<file path="config.mk">
export PLATFORM = sky130hd
export DESIGN_NAME = ddr_refresh
export DESIGN_NICKNAME = d
export VERILOG_FILES = /design/src/logic/ddr_pkg.sv /design/src/logic/ddr_interval.sv /design/src/logic/ddr_strobe.sv /design/src/logic/ddr_refresh.sv
export SDC_FILE = /design/constraint.sdc
export NUM_CORES = 1
export LEC_CHECK = 0
export ABC_AREA = 1
export BUFFER_PORTS_ARGS = -buffer_cell sky130_fd_sc_hd__buf_2
export CORE_UTILIZATION = 33
export DETAILED_ROUTE_END_ITERATION = 12
export GPL_TIMING_DRIVEN = 1
export PLACE_DENSITY_LB_ADDON = 0.2
export SYNTH_ARGS = -nofsm -noshare
export SYNTH_HDL_FRONTEND = slang
export SYNTH_HIERARCHICAL = 1
export SYNTH_SLANG_ARGS = --single-unit
export TNS_END_PERCENT = 100
</file>
<file path="constraint.sdc">
create_clock -name mclk_in -period 2.4 [get_ports mclk_in]
set_input_delay 0.24 -clock mclk_in [delete_from_list [all_inputs] [get_ports mclk_in]]
set_output_delay 0.24 -clock mclk_in [all_outputs]
set_load 0.02 [all_outputs]
</file>
<file path="src/logic/ddr_pkg.sv">
// ddr_pkg: constants and carrier types for the display refresh dma block
// assumes a single 50 MHz clock and a synchronous active-high reset
package ddr_pkg;
    localparam int unsigned CLK_MHZ = 50;
    localparam int unsigned CLK_PERIOD_NS = 20;
    // request interval and pulse widths in their own units
    localparam int unsigned REQ_PERIOD_US = 6000;
    localparam int unsigned HOLD_PULSE_US = 8;
    // interval derived from the clock rate
    localparam int unsigned REQ_PERIOD_CYC = REQ_PERIOD_US * CLK_MHZ;
    localparam int unsigned HOLD_PULSE_CYC = HOLD_PULSE_US * CLK_MHZ;
    // widths
    localparam int unsigned PAGE_W = 12;
    localparam int unsigned DIGIT_W = 4;
    localparam int unsigned ADDR_W = 16;
    localparam int unsigned DATA_W = 8;
    localparam int unsigned UNIT_NUM = 4;
    localparam int unsigned POS_W = 2;
    localparam int unsigned PULSE_CNT_W = 9;
    localparam logic [DIGIT_W-1:0] DIGIT_RST = 4'h0;
    localparam logic [DIGIT_W-1:0] DIGIT_ONE = 4'h1;
    localparam logic [PULSE_CNT_W-1:0] PULSE_LAST = 9'(HOLD_PULSE_CYC - 1);

    // bus side signals towards the processor
    typedef struct packed {
        logic hold_request;
        logic [ADDR_W-1:0] addr;
        logic addr_oe;
    } ddr_bus_t;

    // one write towards the display units
    typedef struct packed {
        logic [UNIT_NUM-1:0] unit_sel;
        logic [POS_W-1:0] pos;
        logic [DATA_W-1:0] data;
        logic write_strobe;
    } ddr_disp_t;
endpackage : ddr_pkg

</file>
<file path="src/logic/ddr_interval.sv">
// ddr_interval: free-running request timer giving one tick per interval
// assumes the period count fits the counter width
module ddr_interval
    import ddr_pkg::*;
#(
    parameter int unsigned PERIOD_CYC = REQ_PERIOD_CYC
) (
    input wire logic mclk_in,
    input wire logic rst_in,
    output logic tick_out
);
    localparam int unsigned CW = $clog2(PERIOD_CYC);
    localparam logic [CW-1:0] LAST = CW'(PERIOD_CYC - 1);
    localparam logic [CW-1:0] ZERO = '0;
    localparam logic [CW-1:0] ONE = CW'(1);
    logic [CW-1:0] cnt_r;
    wire at_end = (cnt_r == LAST);
    wire [CW-1:0] cnt_nxt = at_end ? ZERO : cnt_r + ONE;

    always_ff @(posedge mclk_in) begin
        if (rst_in) begin
            cnt_r <= ZERO;
            tick_out <= 1'b0;
        end else begin
            cnt_r <= cnt_nxt;
            tick_out <= at_end;
        end
    end
endmodule : ddr_interval

</file>
<file path="src/logic/ddr_strobe.sv">
// ddr_strobe: turns the active-low memory read strobe into a late write pulse
// assumes the read strobe is synchronous to mclk_in
module ddr_strobe (
    input wire logic mclk_in,
    input wire logic rst_in,
    input wire logic window_in,
    input wire logic memory_read_strobe_n_in,
    output logic write_out
);
    logic rd_d_r;
    // pulse at the trailing edge of the read strobe, when data has settled
    wire rd_end = window_in & ~rd_d_r & memory_read_strobe_n_in;

    always_ff @(posedge mclk_in) begin
        if (rst_in) begin
            rd_d_r <= 1'b1;
            write_out <= 1'b0;
        end else begin
            rd_d_r <= memory_read_strobe_n_in;
            write_out <= rd_end;
        end
    end
endmodule : ddr_strobe

</file>
<file path="src/logic/ddr_refresh.sv">
// ddr_refresh: periodic dma refresher for a sixteen-character display
// assumes a processor with hold handshake, synchronous to mclk_in
// Functional notes
// a hold request is raised every 6 ms with no software involvement.
// every granted hold moves exactly one character byte into one display unit.
// the processor is suspended about 6 us per hold before the bus is released.
// sixteen consecutive holds load all sixteen positions.
// each hold request pulse lasts 8 us from its leading edge.
// the processor acknowledges about 2 us after the hold request edge.
// the transfer window is hold request and acknowledge together, ending with the request.
// the address is driven only while acknowledge is active.
// address upper 12 bits come from the preset switches, lower 4 from the digit counter.
// the digit counter steps by one on each acknowledge pulse.
// the display write is made from the read strobe once read data is valid.
// a one-of-four decode enables exactly one display unit per write.
// sixteen positions are spread over four units of four.
// software keeps the characters at consecutive memory locations.
// the counter width and request rate are parameters for larger displays; only PERIOD_CYC is a parameter, DIGIT_W is fixed in ddr_pkg.
// a page step input advances the upper address bits for scrolling.
// the digit counter wraps from fifteen to zero.
module ddr_refresh
    import ddr_pkg::*;
#(
    parameter int unsigned PERIOD_CYC = REQ_PERIOD_CYC
) (
    input wire logic mclk_in,
    input wire logic rst_in,
    input wire logic [PAGE_W-1:0] page_switch_in,
    input wire logic page_step_in,
    input wire logic hold_acknowledge_in,
    input wire logic memory_read_strobe_n_in,
    input wire logic [DATA_W-1:0] data_in,
    output logic hold_request_out,
    output logic [ADDR_W-1:0] addr_out,
    output logic addr_oe_out,
    output logic [UNIT_NUM-1:0] unit_sel_out,
    output logic [POS_W-1:0] pos_out,
    output logic [DATA_W-1:0] disp_data_out,
    output logic disp_write_out
);
    ////////////////////////////////////////////////////////////////////
    typedef enum logic {ST_IDLE, ST_HOLD} ddr_state_t;
    ddr_state_t state_r;
    logic [PULSE_CNT_W-1:0] pulse_cnt_r;
    logic [DIGIT_W-1:0] digit_r;
    logic [PAGE_W-1:0] page_off_r;
    logic ack_d_r;
    logic tick;
    logic wr_pulse;
    ddr_bus_t bus_r;
    ddr_disp_t disp_r;

    ddr_interval #(.PERIOD_CYC(PERIOD_CYC)) u_interval (
        .mclk_in(mclk_in),
        .rst_in(rst_in),
        .tick_out(tick)
    );

    ////////////////////////////////////////////////////////////////////
    // hold pulse timing
    wire pulse_done = (pulse_cnt_r == PULSE_LAST);
    wire window = bus_r.hold_request & hold_acknowledge_in;
    wire ack_rise = hold_acknowledge_in & ~ack_d_r;

    always_ff @(posedge mclk_in) begin
        if (rst_in) begin
            state_r <= ST_IDLE;
            pulse_cnt_r <= '0;
        end else begin
            case (state_r)
                ST_IDLE: begin
                    pulse_cnt_r <= '0;
                    if (tick) begin
                        state_r <= ST_HOLD;
                    end
                end
                ST_HOLD: begin
                    pulse_cnt_r <= pulse_cnt_r + 9'h001;
                    if (pulse_done) begin
                        state_r <= ST_IDLE;
                    end
                end
                default: state_r <= ST_IDLE;
            endcase
        end
    end

    ////////////////////////////////////////////////////////////////////
    // address generation
    wire [PAGE_W-1:0] page = page_switch_in + page_off_r;
    wire [ADDR_W-1:0] addr_nxt = {page, digit_r};

    always_ff @(posedge mclk_in) begin
        if (rst_in) begin
            digit_r <= DIGIT_RST;
            page_off_r <= '0;
            ack_d_r <= 1'b0;
            bus_r <= '0;
        end else begin
            ack_d_r <= hold_acknowledge_in;
            if (ack_d_r & ~hold_acknowledge_in) begin
                digit_r <= digit_r + DIGIT_ONE;
            end
            if (page_step_in) begin
                page_off_r <= page_off_r + 12'h001;
            end
            // high for every hold state cycle, counts 0 to PULSE_LAST: 400 cycles
            bus_r.hold_request <= (state_r == ST_HOLD);
            bus_r.addr <= addr_nxt;
            bus_r.addr_oe <= hold_acknowledge_in & ~ack_rise | ack_rise;
        end
    end

    ////////////////////////////////////////////////////////////////////
    // display write path
    ddr_strobe u_strobe (
        .mclk_in(mclk_in),
        .rst_in(rst_in),
        .window_in(window),
        .memory_read_strobe_n_in(memory_read_strobe_n_in),
        .write_out(wr_pulse)
    );

    logic wr_done_r;
    wire [POS_W-1:0] unit_idx = digit_r[DIGIT_W-1:POS_W];
    wire [UNIT_NUM-1:0] unit_dec = 4'h1 << unit_idx;
    wire wr_take = wr_pulse & ~wr_done_r;

    always_ff @(posedge mclk_in) begin
        if (rst_in) begin
            disp_r <= '0;
            wr_done_r <= 1'b0;
        end else begin
            if (!window) begin
                wr_done_r <= 1'b0;
            end else if (wr_pulse) begin
                wr_done_r <= 1'b1;
            end
            disp_r.write_strobe <= wr_take;
            disp_r.unit_sel <= wr_take ? unit_dec : 4'h0;
            if (wr_take) begin
                disp_r.pos <= digit_r[POS_W-1:0];
                disp_r.data <= data_in;
            end
        end
    end

    assign hold_request_out = bus_r.hold_request;
    assign addr_out = bus_r.addr;
    assign addr_oe_out = bus_r.addr_oe;
    assign unit_sel_out = disp_r.unit_sel;
    assign pos_out = disp_r.pos;
    assign disp_data_out = disp_r.data;
    assign disp_write_out = disp_r.write_strobe;
endmodule : ddr_refresh

</file>
==> results_dict.tcl, run 1 <==
set metrics [dict create \
    status "complete, no violations" \
    synthArstFlopShare_pct 0 \
    routed_wl_mm 8.04 \
    finalNetCount 633 \
    worstPathRequired_ps 2630 \
    fp.dieW_um 109 \
    cts_resized 0 \
    avgSynthCellArea_sq_um 7.21 \
    rows 38 \
    worstMarginPinSlew_ps 480 \
    coreArea_sq_um 11000 \
    fin_setup_tns_ps 0 \
    p_switching_w 0.000721 \
    grt-busiest-layer "met2" \
    gp_congestion 0.839 \
    maxCapViolCount 0 \
    cp_max_fo 5 \
    synth_adder_area_share_pct 5.47 \
    yosysMostFrequentCell "nand2_1" \
    grt_start_max_net_pins 22 \
    regToRegSetupSlack_ps 780 \
    port_buffers 57 \
    rsz0062_at_grt "false" \
    start_util_pct 34.4 \
    die-area_sq_um 11900 \
    h-tree-depth 3 \
    p_leak_nw 2.12 \
    synth_compound_area_share_pct 8.86 \
    cp_common_cell "nand3_1" \
    fin_crit_sh_pct 67.5 \
    grt.met2_usage_pct 23.4 \
    synth_edf_count 0 \
    combPwrFrac_pct 5.8 \
    antenna_found_initial 0 \
    ioPinCount 58 \
    hold_viol 0 \
    cts_tree "yes" \
    route.detailed.drc 0 \
    routed_via_density 4.49 \
    finalMaxSlewViolations 0 \
    critical_path_class "reg2reg" \
    syn-num-nets 568 \
    crit_path_max_incr_delay_ps 430 \
    crit_path_end "addr_out[12]" \
    cp_slowest_cell "fa_1" \
    cp-end-kind "register" \
    cts_setup_buffers 0 \
    seqPwrFrac_pct 45.5 \
    irDropWorstVdd_v 0.000378 \
    p_clk_share_pct 48.8 \
    worstReg2RegEnd "addr_out[12]" \
    clockBufferDepth 2 \
    max_freq_ghz 0.617 \
    yosys.area_share.simple_pct 31.6 \
    finalCriticalPeriod_ps 1620 \
    crit_family "adder cells" \
    postSynthCellCount 527 \
    synth_seq_area_share_pct 43.8 \
    grt_usage_pct 14.9 \
    setup_viol_count_final 0 \
    use_met1_pct 19.9 \
    vias 3308 \
    swShare_pct 23.1 \
    yosys.area.top_type "dfxtp_1" \
    r2r_cells 8 \
    antennaDiodeCount 0 \
    postLayoutCoreUtil_pct 41.4 \
    crit_chain "ha_1 -> fa_1 -> nand2_1 -> nand3_1 -> nand3_1 -> nand3_1 -> nand2_1 -> nor2_1" \
    yosysWarningCount 6 \
    r2r-start "page_off_r[0]" \
    synth_mux_area_share_pct 0 \
    dr.first_iter.drc_count 173 \
    post-synth-top-area-fraction_pct 43.8 \
    power.density_nw_per_um2 683 \
    overflow 0 \
    crit_path_start "page_off_r[0]" \
    cts_sinks 83 \
    insertion_delay_ps 340 \
    area_growth_pct 20.4 \
    arrival_ps 1850 \
    dr.pass1.iters 4 \
    crit_buf_inv 0 \
    wl_per_cell_um 10.9 \
    synth_top_family_by_area "simple AND/OR/NAND/NOR gates" \
    max_slew_margin_pct 67.9 \
    p_int_w 0.00240 \
    grt_pass1_wl_mm 14.0 \
    root_buffer "clkbuf_16" \
    postRouteAntennaNets 0 \
    clk_pin_slew_ps 70 \
    start_kind "register" \
    synth_area_leaders "dfxtp_1 (44%), nand2_1 (11%), nor2_1 (9.0%)" \
    synth.distinct_cells 29 \
    gr-usage-met3_pct 2.87 \
    ys_top_cells_by_count "nand2_1 (109), nor2_1 (91), dfxtp_1 (83)" \
    layout-drive-gt1-share_pct 18.3 \
    yosys_register_bits 83 \
    syn_area_sq_um 3800 \
    synth_xor_area_share_pct 2.08 \
    die_h_um 109 \
    grt_pass1_vias 3089 \
    synth-main-ff-cell "dfxtp_1" \
    dp_hpwl_mm 5.97 \
    hp-class "in2reg" \
    finClkSkew_ps 6.29 \
    cts_buffers 9 \
    cp_num_cells 8 \
    cts_hold_buf 0 \
]
worst register-to-register path, stage by stage, from the launching register on:
cell and delay (ps):
dfxtp_1 350, ha_1 250, fa_1 430, nand2_1 120
nand3_1 90, nand3_1 100, nand3_1 80, nand2_1 60
nor2_1 30
area by class of cell:
cell class / count / area [sq um]
Fill cell: 1128 / 6460
Multi-Input combinational cell: 365 / 1820
Sequential cell: 83 / 1660
Timing Repair Buffer: 60 / 308
Inverter: 73 / 274
Clock buffer: 9 / 225
Tap cell: 140 / 175
Clock inverter: 7 / 105
per-layer routing:
metal,up-vias,part of all wire (%)
met2,72,43
li1,1788,-
met3,11,4.4
met4,0,2.0
met5,-,0
met1,1437,50
cells by family after synthesis:
family	after synthesis
XOR/XNOR	9
buffers and inverters	79
AO/OA/AOI/OAI	66
flip-flops	83
AND/OR/NAND/NOR	274
adder cells (fa/ha/maj)	16
through the flow:
step	hold slack, ps	cells	power, W	cell area (sq um)	worst slack, ps
after floorplan	312	527	0.00157	3800	910
after global placement	433	721	0.00163	4240	815
after detailed placement	437	721	0.00163	4240	792
after CTS	112	737	0.00317	4570	781
after global routing	117	737	0.00327	4570	608
final	117	737	0.00312	4570	779
registers in the layout (all words and copies together), names as in the netlist, 2 cells and up:
name,flops
u_interval/cnt_r,19
addr_out,16
page_off_r,12
pulse_cnt_r,9
disp_data_out,8
digit_r,4
unit_sel_out,4
pos_out,2
power by group through the flow:
stage	logic (W)	clock network (W)	registers (W)
after floorplan	0.0000976	0	0.00147
after global placement	0.000179	0	0.00145
after detailed placement	0.000181	0	0.00145
after CTS	0.000182	0.00157	0.00142
after global routing	0.000207	0.00164	0.00142
final	0.000180	0.00152	0.00142
how the worst min path moves through the flow:
stage / startpoint / endpoint / slack (ps) / depth (start not counted)
after floorplan: rst_in / u_interval/tick_out / 310 / 1
after global placement: pulse_cnt_r[0] / pulse_cnt_r[0] / 430 / 1
after detailed placement: pulse_cnt_r[0] / pulse_cnt_r[0] / 440 / 1
after CTS: memory_read_strobe_n_in / u_strobe/rd_d_r / 110 / 3
after global routing: memory_read_strobe_n_in / u_strobe/rd_d_r / 120 / 3
final: memory_read_strobe_n_in / u_strobe/rd_d_r / 120 / 3
cells in the final DEF (no fill, tap or decap), drive strengths merged:
| cell | count |
|---|---|
| buf | 60 |
| xnor2 | 6 |
| nand4 | 8 |
| nor2 | 111 |
| nand2 | 115 |
| ha | 15 |
| or2 | 2 |
| clkbuf | 9 |
| nor3 | 8 |
| dfxtp | 83 |
| o21ai | 30 |
| a21oi | 34 |
| and2 | 1 |
| clkinvlp | 1 |
| a41oi | 1 |
| o21bai | 1 |
| xor2 | 3 |
| bufinv | 2 |
| fa | 1 |
| inv | 77 |
| nand3 | 29 |
Note: power is estimated with default switching activity, not from simulation.
==> run 2, diff against run 1 <==
clock period = 1.5 ns   (was 2.4 ns; I/O delays follow)
==> run 2 against run 1 <==
Net effect: sequential share of layout area decreased by 1.7 points; combinational power increased by 91%; sequential cell count unchanged; via count increased by 3.4%; total power increased by 50%; die area unchanged; critical path type unchanged; largest cell class unchanged.
==> results_dict.tcl, run 2 (synthesis gave the netlist of run 1 again) <==
set metrics [dict create \
    multi_input_area_sq_um 1980 \
    final_common_cell "nand2_1" \
    coreArea_sq_um 11000 \
    start_util_pct 34.4 \
    regMostFlops "u_interval/cnt_r" \
    finalCriticalPeriod_ps 1480 \
    finClkSkew_ps 6.18 \
    dp.cells 735 \
    ff_latch_area_sq_um 1670 \
    gr-usage-met3_pct 3.41 \
    dr.pass1.iters 4 \
    clk_pin_slew_ps 60 \
    layout-drive-gt1-share_pct 24.5 \
    antennaDiodeCount 0 \
    grt_pass1_wl_mm 13.6 \
    fin_crit_sh_pct 98.8 \
    cts_buffers 9 \
    routed_via_density 4.55 \
    irDropWorstVdd_v 0.000608 \
    cts_sinks 83 \
    setup_viol_count_final 0 \
    routed_wl_mm 8.33 \
    hold_viol 0 \
    post-route-cell-area_sq_um 4810 \
    area_growth_pct 26.6 \
    p_leak_nw 2.20 \
    port_buffers 57 \
    maxCapViolCount 0 \
    hp-class "in2reg" \
    ioPinCount 58 \
    grt_pass1_vias 3100 \
    overflow 0 \
    dr.first_iter.drc_count 166 \
    grt_start_max_net_pins 21 \
    worstPathRequired_ps 1730 \
    arrival_ps 1710 \
    grt-busiest-layer "met2" \
    vias 3419 \
    grt.met2_usage_pct 24.4 \
    cp_max_fo 4 \
    status "complete, no violations" \
    finalNetCount 648 \
    worstMarginPinSlew_ps 261 \
    power.density_nw_per_um2 971 \
    dp_hpwl_mm 6.12 \
    wl_per_cell_um 11.1 \
    finalMaxSlewViolations 0 \
    gp_congestion 0.884 \
    root_buffer "clkbuf_16" \
    cts_tree "yes" \
    start_kind "register" \
    grt_usage_pct 14.8 \
    clockBufferDepth 2 \
    layout_common_cells "nand2_1 (107), nor2_1 (85), dfxtp_1 (79), inv_1 (70), buf_2 (57)" \
    n_fill_cell 1143 \
    dpl_cell_area_sq_um 4360 \
    die_h_um 109 \
    max_freq_ghz 0.675 \
    largest_register_ffs 19 \
    cp-end-kind "register" \
    use_met1_pct 17.8 \
    h-tree-depth 3 \
    rows 38 \
    insertion_delay_ps 340 \
    postRouteAntennaNets 0 \
    cts_hold_buf 0 \
    critical_path_class "reg2reg" \
    die-area_sq_um 11900 \
    holdWs_ps 27.1 \
    fin_setup_tns_ps 0 \
    max_slew_margin_pct 82.6 \
    final_cell_count_no_fill 752 \
    antenna_found_initial 0 \
    route.detailed.drc 0 \
    fp.dieW_um 109 \
]
==> run 2: cell types whose count changed in the layout (fill, tap and decap cells not counted), moves of 4 or more <==
| cell | before | now |
|---|---|---|
| buf_4 | 3 | 17 |
| dfxtp_1 | 83 | 79 |
| dfxtp_2 | 0 | 4 |
| ha_1 | 15 | 7 |
| ha_4 | 0 | 8 |
| nand3_1 | 27 | 22 |
| nand3_2 | 2 | 7 |
| nor2_1 | 91 | 85 |
| nor2_2 | 19 | 23 |
==> run 2: power by group <==
group          leakage, nW  total (W)  switching, W  internal (W)
logic                 1.39   0.000343      0.000202      0.000141
registers            0.676    0.00227     0.0000226       0.00225
clock network        0.138    0.00205      0.000918       0.00114
total                 2.20    0.00467       0.00114       0.00353
==> run 2: final timing paths <==
path / start / to / slack, ps / depth (start not counted)
worst max-delay path: page_off_r[0] / addr_out[12] / 20 / 8
worst min-delay path: memory_read_strobe_n_in / u_strobe/rd_d_r / 30 / 3
worst max register to register: page_off_r[0] / addr_out[12] / 20 / 8
worst min register to register: pulse_cnt_r[0] / pulse_cnt_r[0] / 440 / 1
==> run 2: cell type report <==
class | instances | share of cell area, %
multi-input cells | 365 | 41.3
well taps | 140 | 3.64
clock inverters | 6 | 0.937
repair buffers | 75 | 9.01
clock buffers | 10 | 4.76
flip-flops and latches | 83 | 34.7
inverters | 73 | 5.70
==> run 2: repair_timing <==
action	4_1_cts	5_1_grt
pin swaps	0	5
setup buffers	0	1
endpoints found under the setup margin	1	28
resized for setup	1	34
cloned	0	0
==> run 2: critical path, cell delays in order (launching register included) <==
cell and delay [ps]:
dfxtp_2 330, ha_4 170, fa_2 430, nand2_2 90, nand3_2 90, nand3_2 90, nand3_2 70, nand2_1 70
nor2_1 40
==> run 2: metrics by stage <==
stage               total power [W]  setup slack, ps  utilization (%)
finish                      0.00467             17.8             43.6
global route                0.00489            -8.94             43.6
CTS                         0.00472             26.6             42.0
detailed placement          0.00263            -27.1             39.5
global placement            0.00263            -15.7             39.5
floorplan                   0.00251             9.81                -
==> run 2: per-layer routing <==
layer  share of wire, %  routed length [um]
met1                 49                4070
met2                 45                3740
met3                3.7                 310
met4                2.5                 212
met5                  0                   0
==> run 3, diff against run 2 <==
CORE_MARGIN = 5   (was default)
==> run 3 against run 2 <==
Net effect: clock power rose by 6%; count of clock-buffer cells in the layout did not move; global-route usage fell by 1.9 points; register-to-register slack improved by 30 ps; maximum frequency rose by 2.4%; non-clock buffer count fell by 2; combinational power barely moved; critical endpoint unchanged; largest power group unchanged.
==> results_dict.tcl, run 3 (synthesis gave the netlist of run 1 again) <==
set metrics [dict create \
    status "complete, no violations" \
    grt_pass1_wl_mm 14.0 \
    fin_setup_tns_ps 0 \
    antennaDiodeCount 0 \
    max_slew_margin_pct 75.4 \
    power.density_nw_per_um2 1000 \
    cp_max_fo 4 \
    area_growth_pct 26.1 \
    clockBufferDepth 2 \
    rsz0062_at_grt "true" \
    port_buffers 57 \
    r2r_cells 8 \
    cp_common_cell "nand3_2" \
    finalNetCount 646 \
    grt_usage_pct 12.9 \
    start_kind "register" \
    overflow 0 \
    crit_chain "ha_4 -> fa_2 -> nand2_2 -> nand3_2 -> nand3_2 -> nand3_2 -> nand2_1 -> nor2_1" \
    worstMarginPinSlew_ps 369 \
    cp-end-kind "register" \
    cts_hold_buf 0 \
    setup_viol_count_final 0 \
    die-area_sq_um 13800 \
    swShare_pct 25.1 \
    route.detailed.drc 0 \
    grt_start_max_net_pins 19 \
    dp_hpwl_mm 6.31 \
    coreArea_sq_um 11400 \
    start_util_pct 33.4 \
    cts_buffers 9 \
    hold_viol 0 \
    finClkSkew_ps 4.87 \
    root_buffer "clkbuf_16" \
    die_h_um 117 \
    ioPinCount 58 \
    maxCapViolCount 0 \
    n_fill_cell 1176 \
    r2r-start "page_off_r[0]" \
    postRouteAntennaNets 0 \
    rows 39 \
    routed_via_density 4.53 \
    regMostFlops "u_interval/cnt_r" \
    combPwrFrac_pct 7.2 \
    layout-drive-gt1-share_pct 23.9 \
    finalCriticalPeriod_ps 1450 \
    pre_cts_ws_ps -23.1 \
    critical_path_class "reg2reg" \
    seqPwrFrac_pct 47.3 \
    hp-class "in2reg" \
    p_leak_nw 2.20 \
    fin_ws_ps 52.6 \
    dr.first_iter.drc_count 207 \
    cp_slowest_cell "fa_2" \
    cts_tree "yes" \
    layout_common_cells "nand2_1 (106), nor2_1 (88), dfxtp_1 (80), inv_1 (70), buf_2 (57)" \
    gp_congestion 0.853 \
    fp.dieW_um 117 \
    final_common_cell "nand2_1" \
    fin_crit_sh_pct 96.5 \
    p_total_w 0.00479 \
    p_clk_share_pct 45.5 \
    antenna_found_initial 0 \
    grt_pass1_vias 3210 \
    whs_path_depth 3 \
    min_from "memory_read_strobe_n_in" \
    wl_per_cell_um 11.1 \
    max_freq_ghz 0.691 \
    dr.pass1.iters 4 \
    p_switching_w 0.00120 \
    cts_setup_buffers 0 \
    insertion_delay_ps 340 \
    crit_path_start "page_off_r[0]" \
    crit_path_max_incr_delay_ps 420 \
    worstPathRequired_ps 1730 \
    finalMaxSlewViolations 0 \
    cts_sinks 83 \
    dp.cells 737 \
    largest_register_ffs 19 \
    holdWs_ps 28.5 \
    final_cell_count_no_fill 753 \
    clk_pin_slew_ps 70 \
    h-tree-depth 3 \
    p_int_w 0.00359 \
    routed_wl_mm 8.35 \
    arrival_ps 1680 \
    irDropWorstVdd_v 0.000683 \
    vias 3414 \
]
## run 3: cell types whose count changed in the layout (fill, tap and decap cells not counted), moves of 2 or more
cell | before | now
nor2_2 | 23 | 21
buf_4 | 17 | 14
nor2_1 | 85 | 88
ha_2 | 0 | 2
ha_4 | 8 | 5
clkinv_2 | 2 | 0
dfxtp_2 | 4 | 2
## run 3: per-stage QoR
step	cell area (sq um)	util, %
CTS	4660	41.0
floorplan	3800	-
detailed placement	4370	38.4
finish	4790	42.1
global placement	4370	38.4
global route	4790	42.1
## run 3: final cells by class
type,count,area (sq um),share of cell area (%)
multi-input combinational,365,1940,40.6
sequential,83,1670,34.8
timing repair buffer,73,430,8.99
inverter,73,274,5.72
clock buffer,10,239,4.99
tap,143,179,3.74
clock inverter,6,53.8,1.12
## run 3: critical path: cells and delay by family (launching register included)
family | cells | cell delay [ps]
fa+ha+maj | 2 | 590
flops | 1 | 340
simple gates | 6 | 420
## run 3: repair_timing
item	CTS	global route
gates resized for setup	1	31
pin swaps	0	5
endpoints found under the setup margin	1	30
hold endpoints to repair	0	0
## run 3: power by group through the flow
stage                     combinational (W)  sequential, W  clock (W)
final                              0.000343        0.00227    0.00218
after global routing               0.000392        0.00227    0.00233
after CTS                          0.000323        0.00227    0.00225
after detailed placement           0.000321        0.00232          0
after global placement             0.000317        0.00232          0
after floorplan                    0.000156        0.00235          0
## run 3: path summary, 6_finish.rpt
kind,endpoint,slack (ps)
max reg2reg,addr_out[12],50
max,addr_out[12],50
min,u_strobe/rd_d_r,30
min reg2reg,pulse_cnt_r[0],460
## run 3: per-layer routing
layer	GRT usage [%]	vias up	wire, um	share of wire [%]
li1	-	1816	-	-
met5	0	-	0	0
met4	5.96	0	162	1.9
met2	21.3	50	3810	46
met1	16.0	1537	3970	48
met3	2.93	11	408	4.9
